[src/design/tfg_defines.svh]
`ifndef TFG_DEFINES_SVH
`define TFG_DEFINES_SVH

`define TFG_FW              24
`define TFG_PW              8
`define TFG_TW              16
`define TFG_SW              8
`define TFG_SRCN            16
`define TFG_MODE_OFF        2'h0
`define TFG_MODE_MASTER     2'h1
`define TFG_MODE_SLAVE      2'h2
`define TFG_SRC_OFFSET      8'h0e
`define TFG_SRC_HANDSHAKE   8'h0f
`define TFG_PCT_DIV         8'h64
`define TFG_CLAMP_KNEE      24'h0003e8
`define TFG_CLAMP_ADD       24'h0000c8
`define TFG_CLAMP_NUM       4'h6
`define TFG_CLAMP_DEN       4'h5
`define TFG_DEF_RUP         16'h0100
`define TFG_DEF_RDN         16'h0100
`define TFG_DEF_AMP         8'h0a
`define TFG_DEF_STEP        8'h02
`define TFG_DEF_HSRC        4'h0
`define TFG_ZERO_F          24'h000000

`endif

[src/design/tfg_pkg.sv]
package tfg_pkg;
    `include "tfg_defines.svh"

    typedef enum logic [2:0]
    {
        TFG_ST_IDLE = 3'h1,
        TFG_ST_RUN  = 3'h2,
        TFG_ST_HOLD = 3'h4
    } tfg_state_type;

    typedef logic signed [`TFG_FW-1:0] tfg_freq_type;
endpackage

[src/design/tfg_cfg_if.sv]
`timescale 1ns/1ps
`include "tfg_defines.svh"

interface tfg_cfg_if;
    logic [`TFG_TW-1:0] rup;
    logic [`TFG_TW-1:0] rdn;
    logic [`TFG_PW-1:0] amp;
    logic [`TFG_PW-1:0] step;
    logic [3:0]         hsrc;

    modport owner (output rup, output rdn, output amp, output step, output hsrc);
    modport user  (input rup, input rdn, input amp, input step, input hsrc);
endinterface

[src/design/tfg_cfg_store.sv]
`timescale 1ns/1ps
`include "tfg_defines.svh"

module tfg_cfg_store
    import tfg_pkg::*;
(
    input  wire logic                 i_clk,
    input  wire logic                 i_rst_n,
    input  wire logic                 i_running,
    input  wire logic                 i_wr,
    input  wire logic [`TFG_TW-1:0]   i_rup,
    input  wire logic [`TFG_TW-1:0]   i_rdn,
    input  wire logic [`TFG_PW-1:0]   i_amp,
    input  wire logic [`TFG_PW-1:0]   i_step,
    input  wire logic [3:0]           i_hsrc,
    output wire logic                 o_rejected,
    tfg_cfg_if.owner                  cfg
);
    logic rej_reg;

    // Configuration writes are dropped while traverse runs.
    always_ff @(posedge i_clk or negedge i_rst_n)
    begin
        if (!i_rst_n)
        begin
            cfg.rup  <= `TFG_DEF_RUP;
            cfg.rdn  <= `TFG_DEF_RDN;
            cfg.amp  <= `TFG_DEF_AMP;
            cfg.step <= `TFG_DEF_STEP;
            cfg.hsrc <= `TFG_DEF_HSRC;
        end
        else if (i_wr && !i_running)
        begin
            cfg.rup  <= i_rup;
            cfg.rdn  <= i_rdn;
            cfg.amp  <= i_amp;
            cfg.step <= i_step;
            cfg.hsrc <= i_hsrc;
        end
    end

    always_ff @(posedge i_clk or negedge i_rst_n)
    begin
        if (!i_rst_n)
            rej_reg <= 1'b0;
        else
            rej_reg <= i_wr && i_running;
    end

    assign o_rejected = rej_reg;
endmodule

[src/design/tfg_traverse.sv]
`timescale 1ns/1ps
`include "tfg_defines.svh"

// Contract
// - Mode code 0 disables the generator (reset default), 1 runs it as master and 2 as slave.
// - When enabled the offset is a triangle whose rising and falling slopes come from separate ramp times.
// - As master the offset ramps linearly to the amplitude limit and then reverses.
// - Each reversal adds an immediate step of the proportional step size to the offset.
// - As master the handshake output toggles at each reversal.
// - As slave the slope has the master's magnitude with the opposite sign.
// - As slave, reaching the limit before a handshake change holds the offset until the handshake switches.
// - As slave, a handshake change before the limit reverses the direction at once.
// - Amplitude limit and step are percentages of the selected reference frequency's present value.
// - The offset is added to the frequency reference to give the resulting reference.
// - While traverse runs, writes to the traverse configuration are rejected.
// - The slave's handshake comes from a signal source chosen by configuration.
// - The offset is offered as signal source 14 and the master handshake as source 15.
// - Traverse runs when mode is 1 or 2 (mode 3 leaves it idle), and then the traverse ramp times set the slopes.
// - The sum is clamped to max plus 20 Hz when max is at most 100 Hz, else to 1.2 times max.
module tfg_traverse
    import tfg_pkg::*;
(
    input  wire logic                      i_clk,
    input  wire logic                      i_rst_n,
    input  wire logic [1:0]                i_mode,
    input  wire logic                      i_cfg_wr,
    input  wire logic [`TFG_TW-1:0]        i_cfg_rup,
    input  wire logic [`TFG_TW-1:0]        i_cfg_rdn,
    input  wire logic [`TFG_PW-1:0]        i_cfg_amp,
    input  wire logic [`TFG_PW-1:0]        i_cfg_step,
    input  wire logic [3:0]                i_cfg_hsrc,
    input  wire logic signed [`TFG_FW-1:0] i_ref_src,
    input  wire logic signed [`TFG_FW-1:0] i_freq_ref,
    input  wire logic [`TFG_FW-1:0]        i_max_freq,
    input  wire logic [`TFG_SRCN-1:0]      i_hs_sources,
    input  wire logic [`TFG_SW-1:0]        i_src_sel,
    output logic signed [`TFG_FW-1:0]      o_offset,
    output logic                           o_handshake,
    output logic signed [`TFG_FW-1:0]      o_freq_out,
    output logic signed [`TFG_FW-1:0]      o_src_value,
    output logic                           o_active,
    output logic                           o_holding,
    output logic                           o_cfg_rejected
);
    tfg_cfg_if cfg ();

    tfg_state_type            state_reg;
    tfg_state_type            state_next;
    logic [`TFG_SRCN-1:0]     hs_meta_reg;
    logic [`TFG_SRCN-1:0]     hs_sync_reg;
    logic                     hs_sel_reg;
    logic                     hs_prev_reg;
    logic                     up_reg;
    logic [`TFG_TW-1:0]       tick_reg;
    tfg_freq_type             off_reg;
    tfg_freq_type             off_next;
    logic                     up_next;
    logic                     toggle;
    logic                     hs_reg;
    tfg_freq_type             sum_reg;
    tfg_freq_type             src_reg;
    logic                     rej_w;
    logic                     running;
    tfg_freq_type             amp_lim;
    tfg_freq_type             step_sz;
    tfg_freq_type             ceil_f;
    logic                     hs_edge;
    logic [`TFG_TW-1:0]       period;
    logic                     is_master;
    logic                     is_slave;
    logic                     at_limit;
    logic                     tick_due;
    tfg_freq_type             sum_w;

    function automatic tfg_freq_type pct(input tfg_freq_type base, input logic [`TFG_PW-1:0] p);
        logic [`TFG_FW-1:0]         mag;
        logic [`TFG_FW+`TFG_PW-1:0] prod;
        mag  = base[`TFG_FW-1] ? `TFG_FW'(-base) : `TFG_FW'(base);
        prod = (`TFG_FW+`TFG_PW)'(mag) * (`TFG_FW+`TFG_PW)'(p);
        return tfg_freq_type'(prod / (`TFG_FW+`TFG_PW)'(`TFG_PCT_DIV));
    endfunction

    // A reversal steps the offset against the slope that was running.
    function automatic tfg_freq_type rev_step(input tfg_freq_type off, input logic up, input tfg_freq_type stp);
        return up ? off - stp : off + stp;
    endfunction

    assign is_master = (i_mode == `TFG_MODE_MASTER);
    assign is_slave  = (i_mode == `TFG_MODE_SLAVE);
    assign running   = is_master || is_slave;

    tfg_cfg_store u_cfg
    (
        .i_clk      (i_clk),
        .i_rst_n    (i_rst_n),
        .i_running  (running),
        .i_wr       (i_cfg_wr),
        .i_rup      (i_cfg_rup),
        .i_rdn      (i_cfg_rdn),
        .i_amp      (i_cfg_amp),
        .i_step     (i_cfg_step),
        .i_hsrc     (i_cfg_hsrc),
        .o_rejected (rej_w),
        .cfg        (cfg)
    );

    // Limit and step scale with the magnitude of the selected reference.
    assign amp_lim  = pct(i_ref_src, cfg.amp);
    assign step_sz  = pct(i_ref_src, cfg.step);
    assign period   = up_reg ? cfg.rup : cfg.rdn;
    assign tick_due = (tick_reg >= period);
    assign at_limit = (up_reg && off_reg >= amp_lim) || (!up_reg && off_reg <= -amp_lim);
    assign sum_w    = i_freq_ref + off_reg;

    // Every candidate pin passes two flip-flops before any selection logic.
    always_ff @(posedge i_clk or negedge i_rst_n)
    begin
        if (!i_rst_n)
        begin
            hs_meta_reg <= '0;
            hs_sync_reg <= '0;
        end
        else
        begin
            hs_meta_reg <= i_hs_sources;
            hs_sync_reg <= hs_meta_reg;
        end
    end

    // The configured source is picked, then kept one more cycle for edge detection.
    always_ff @(posedge i_clk or negedge i_rst_n)
    begin
        if (!i_rst_n)
        begin
            hs_sel_reg  <= 1'b0;
            hs_prev_reg <= 1'b0;
        end
        else
        begin
            hs_sel_reg  <= hs_sync_reg[cfg.hsrc];
            hs_prev_reg <= hs_sel_reg;
        end
    end

    assign hs_edge = is_slave && (hs_sel_reg != hs_prev_reg);

    // Slope tick: one offset unit every ramp period plus one cycles in the active direction.
    always_ff @(posedge i_clk or negedge i_rst_n)
    begin
        if (!i_rst_n)
            tick_reg <= '0;
        else if (!running || toggle || tick_due)
            tick_reg <= '0;
        else
            tick_reg <= tick_reg + `TFG_TW'(1);
    end

    // Next state, offset and direction; a handshake edge outranks the limit.
    always_comb
    begin
        state_next = state_reg;
        off_next   = off_reg;
        up_next    = up_reg;
        toggle     = 1'b0;
        case (state_reg)
            TFG_ST_IDLE:
            begin
                off_next = `TFG_ZERO_F;
                up_next  = is_master;
                if (running)
                    state_next = TFG_ST_RUN;
            end
            TFG_ST_RUN:
            begin
                if (!running)
                    state_next = TFG_ST_IDLE;
                else if (hs_edge)
                    toggle = 1'b1;
                else if (at_limit)
                begin
                    if (is_master)
                        toggle = 1'b1;
                    else
                        state_next = TFG_ST_HOLD;
                end
                else if (tick_due && up_reg)
                    off_next = off_reg + tfg_freq_type'(1);
                else if (tick_due)
                    off_next = off_reg - tfg_freq_type'(1);
                if (toggle)
                begin
                    up_next  = !up_reg;
                    off_next = rev_step(off_reg, up_reg, step_sz);
                end
            end
            TFG_ST_HOLD:
            begin
                if (!running)
                    state_next = TFG_ST_IDLE;
                else if (hs_edge)
                begin
                    toggle     = 1'b1;
                    state_next = TFG_ST_RUN;
                    up_next    = !up_reg;
                    off_next   = rev_step(off_reg, up_reg, step_sz);
                end
            end
            default:
                state_next = TFG_ST_IDLE;
        endcase
    end

    always_ff @(posedge i_clk or negedge i_rst_n)
    begin
        if (!i_rst_n)
            state_reg <= TFG_ST_IDLE;
        else
            state_reg <= state_next;
    end

    // Offset register; it is the traverse output itself.
    always_ff @(posedge i_clk or negedge i_rst_n)
    begin
        if (!i_rst_n)
            off_reg <= `TFG_ZERO_F;
        else
            off_reg <= off_next;
    end

    always_ff @(posedge i_clk or negedge i_rst_n)
    begin
        if (!i_rst_n)
            up_reg <= 1'b1;
        else
            up_reg <= up_next;
    end

    // Master handshake toggles on each reversal.
    always_ff @(posedge i_clk or negedge i_rst_n)
    begin
        if (!i_rst_n)
            hs_reg <= 1'b0;
        else if (toggle && is_master)
            hs_reg <= !hs_reg;
    end

    // Summed reference with upper clamp.
    always_comb
    begin
        if (i_max_freq <= `TFG_CLAMP_KNEE)
            ceil_f = tfg_freq_type'(i_max_freq + `TFG_CLAMP_ADD);
        else
            ceil_f = tfg_freq_type'((i_max_freq * `TFG_FW'(`TFG_CLAMP_NUM)) / `TFG_FW'(`TFG_CLAMP_DEN));
    end

    always_ff @(posedge i_clk or negedge i_rst_n)
    begin
        if (!i_rst_n)
            sum_reg <= `TFG_ZERO_F;
        else if (sum_w > ceil_f)
            sum_reg <= ceil_f;
        else
            sum_reg <= sum_w;
    end

    // Internal signal source routing.
    always_ff @(posedge i_clk or negedge i_rst_n)
    begin
        if (!i_rst_n)
            src_reg <= `TFG_ZERO_F;
        else if (i_src_sel == `TFG_SRC_OFFSET)
            src_reg <= off_reg;
        else if (i_src_sel == `TFG_SRC_HANDSHAKE)
            src_reg <= tfg_freq_type'(hs_reg);
        else
            src_reg <= `TFG_ZERO_F;
    end

    // Running flag, one cycle behind the mode input.
    always_ff @(posedge i_clk or negedge i_rst_n)
    begin
        if (!i_rst_n)
            o_active <= 1'b0;
        else
            o_active <= running;
    end

    // Holding flag rises with the hold state itself.
    always_ff @(posedge i_clk or negedge i_rst_n)
    begin
        if (!i_rst_n)
            o_holding <= 1'b0;
        else
            o_holding <= (state_next == TFG_ST_HOLD);
    end

    // Refusal pulse, one cycle after the store has dropped a write.
    always_ff @(posedge i_clk or negedge i_rst_n)
    begin
        if (!i_rst_n)
            o_cfg_rejected <= 1'b0;
        else
            o_cfg_rejected <= rej_w;
    end

    assign o_offset    = off_reg;
    assign o_handshake = hs_reg;
    assign o_freq_out  = sum_reg;
    assign o_src_value = src_reg;
endmodule

[config.mk]
export PLATFORM = sky130hd
export DESIGN_NAME = tfg_traverse
export DESIGN_NICKNAME = d
export VERILOG_FILES = /design/src/design/tfg_pkg.sv /design/src/design/tfg_cfg_if.sv /design/src/design/tfg_cfg_store.sv /design/src/design/tfg_traverse.sv
export VERILOG_INCLUDE_DIRS = /design/src /design/src/design
export SDC_FILE = /design/constraint.sdc
export NUM_CORES = 2
export LEC_CHECK = 0
export BUFFER_PORTS_ARGS = -buffer_cell sky130_fd_sc_hd__buf_4
export CORE_MARGIN = 10
export CORE_UTILIZATION = 60
export DETAILED_ROUTE_END_ITERATION = 7
export PLACE_DENSITY_LB_ADDON = 0.05
export SLEW_MARGIN = 10
export SYNTH_ARGS = -nofsm -noshare
export SYNTH_HDL_FRONTEND = slang
export SYNTH_SLANG_ARGS = --single-unit
[constraint.sdc]
create_clock -name i_clk -period 39.3 [get_ports i_clk]
set_input_delay 5.895 -clock i_clk [delete_from_list [all_inputs] [get_ports i_clk]]
set_output_delay 5.895 -clock i_clk [all_outputs]
set_load 0.01 [all_outputs]
==> results.tsv <==
stage	metric	value	unit
run_status	status	completed	
synth	yosysMostFrequentCell	nand2_1	
die	fp.dieArea	78600	um^2
sta	layout_min_cycle_time	36.97	ns
sta	setup_slack	2.33	ns
global_routing	grtUsageTotal	0.296	
global_routing	grt_overflow_total	0	
clocking	cts_buffers	17	
die	coreArea	67200	um^2
clocking	clk_pin_slew	0.09	ns
synth	synth_area_leader_cell	fa_1	
clocking	clkLatencyLatePin	0.48	ns
route	dr.first_iter.drc_count	3072	
route	ant_nets	0	
synth	yosys-top-cells-area	fa_1, dfrtp_1, ha_1, xnor2_1, nand2_1	
synth	synth_common_cells	nand2_1, inv_1, a21oi_1	
setup_path	cpPeakStageDelay	1.00	ns
clocking	cts_sinks	183	
route	viasPerCell	6.36	
global_routing	grt_max_degree	79	
synth	seq_area_frac_synth	0.113	
place	globalplace.congestion	0.948	
die	die_w	280	um
sta	relSlewSlack	0.221	
final_layout	nFillCells	5976	
synth	synth_edf_count	0	
setup_path	critPathLaunchType	input port	
route	post_drt_wl_per_cell	19.3	um
synth	synth_area	40700	um^2
final_layout	synthToLayoutAreaGrowth	7.98	%
sta	post-route-period-util	0.941	
clocking	clock_path_buffers	2	
setup_path	crit_family	compound AO/OA/AOI/OAI gates	
place	numPortBuffers	228	
synth	yosys.area.top_type_share	0.132	
sta	setup_viol	0	
place	dp_hpwl	94.1	mm
setup_path	cp.arrival	37.29	ns
die	die_h	280	um
die	core.rowCount	95	
die	ios	229	
final_layout	nets	5958	
synth	yosys_register_bits	183	
route	firstDrtPassIters	6	
clocking	htree_levels	4	
clocking	cts_tree	done	
setup_path	crit_buf_inv	6	
route	routed_wl	118	mm
synth	syn-num-nets	5834	
global_routing	grt_pass1_wl	194	mm
run	maxCapViolCount	0	
setup_path	critPathKind	in2reg	
final_layout	multi_input_area	33900	um^2
sta	tightest_slew	1.16	ns
sta	rsz0062_at_grt	false	
synth	syn_inst	5107	
setup_path	cp-end-kind	flip-flop	
route	post-route-drc-count	0	
final_layout	instances_no_fill	6119	
sta	drv_slew	0	
sta	hold_violations	0	
synth	synth_cell_type_count	136	
route	vias	38900	
sta	final.setup_skew	0.0188	ns
global_routing	grt_pass1_vias	37500	
die	initial_utilization	0.605	
setup_path	slowest_stage	o41ai_1	
setup_path	critPathRequiredTime	39.62	ns
final_layout	drive_gt1_frac	0.112	
sta	fmax	27.0	MHz
synth	yosysWarnings	0	
global_routing	antenna_found_initial	3	
setup_path	cp_max_fo	15	
hold_path	hp-class	reg2reg	
synth	async_flop_share	1.00	
synth	syn_avg_cell_area	7.96	um^2
synth	synth_flop_cell	dfrtp_1	
clocking	cts_setup_buffers	0	
setup_path	critPathMostFrequentCell	a21oi_1	
final_layout	final-seq-area	4590	um^2
place	dp.cells	6085	
clocking	cts_root_buffer	clkbuf_16	
sta	timing.setup.tns	0	ns
place	post-place-ws	1.84	ns
logic make-up after synthesis:
| group | synth area share |
|---|---|
| buffers and inverters | 0.0553 |
| multiplexers | 0.0410 |
| flip-flops | 0.113 |
| XOR/XNOR | 0.0909 |
| AND/OR/NAND/NOR | 0.210 |
| AO/OA/AOI/OAI | 0.259 |
| adder cells (fa/ha/maj) | 0.231 |
cells in the final DEF, fill, tap and decap left out, types with 36 or more instances in the layout:
| cell type | count |
|---|---|
| inv_1 | 380 |
| nand2_1 | 484 |
| nand4_1 | 59 |
| nand3_1 | 137 |
| o211ai_1 | 57 |
| and2_1 | 283 |
| a21oi_1 | 325 |
| buf_4 | 300 |
| mux2i_1 | 73 |
| xor2_1 | 84 |
| nand2b_1 | 56 |
| and3_1 | 36 |
| a21o_1 | 74 |
| mux2_2 | 71 |
| a31oi_1 | 54 |
| o221ai_1 | 42 |
| dfrtp_1 | 176 |
| fa_1 | 268 |
| o31ai_1 | 39 |
| a211oi_1 | 56 |
| nor2_1 | 323 |
| nor2b_1 | 54 |
| nor3_1 | 85 |
| ha_1 | 306 |
| o21ai_1 | 39 |
| o21ai_0 | 240 |
| o21a_1 | 70 |
| xnor2_1 | 320 |
| o21bai_1 | 74 |
cell type report:
class / count / area share
Multi-Input combinational cell: 4341 / 0.772
Timing Repair Buffer: 301 / 0.0516
Sequential cell: 183 / 0.105
Clock inverter: 15 / 0.00445
Clock buffer: 17 / 0.00969
Inverter: 387 / 0.0331
Tap cell: 873 / 0.0249
Antenna cell: 2 / 0.000114
routing by layer:
layer | share of wire | track usage | vias to the layer above
li1 | - | - | 18600
met4 | 0.032 | 0.0966 | 2
met3 | 0.071 | 0.0494 | 174
met2 | 0.45 | 0.474 | 1400
met5 | 0.000076 | 0 | -
met1 | 0.45 | 0.400 | 18700
repair_timing:
action	4_1_cts	5_1_grt
setup endpoints to repair	0	42
resized for setup	0	5
hold buffers	0	0
per-stage QoR:
step / hold WS (ns) / instance area [um^2] / util
finish: 0.340 / 43900 / 0.654
global placement: 0.332 / 43200 / 0.644
CTS: 0.342 / 43900 / 0.653
floorplan: 0.331 / 40700 / -
global route: 0.348 / 43900 / 0.654
detailed placement: 0.336 / 43200 / 0.644
final timing paths:
path                                     to  slack (ns)              start  cells past startpoint
max                            o_offset[23]        2.33       i_ref_src[2]                    116
min                          hs_sync_reg[9]        0.34     hs_meta_reg[9]                      0
max reg2reg                    o_offset[23]        8.35  u_cfg.cfg.step[7]                    108
min reg2reg                  hs_sync_reg[9]        0.34     hs_meta_reg[9]                      0
max in group asynchronous  u_cfg.cfg.rup[1]       32.03            i_rst_n                      3
min in group asynchronous     o_freq_out[2]        5.48            i_rst_n                      1
Power is not shown: default switching activity piles up to over one toggle a cycle in this logic, so the estimate is an artifact.
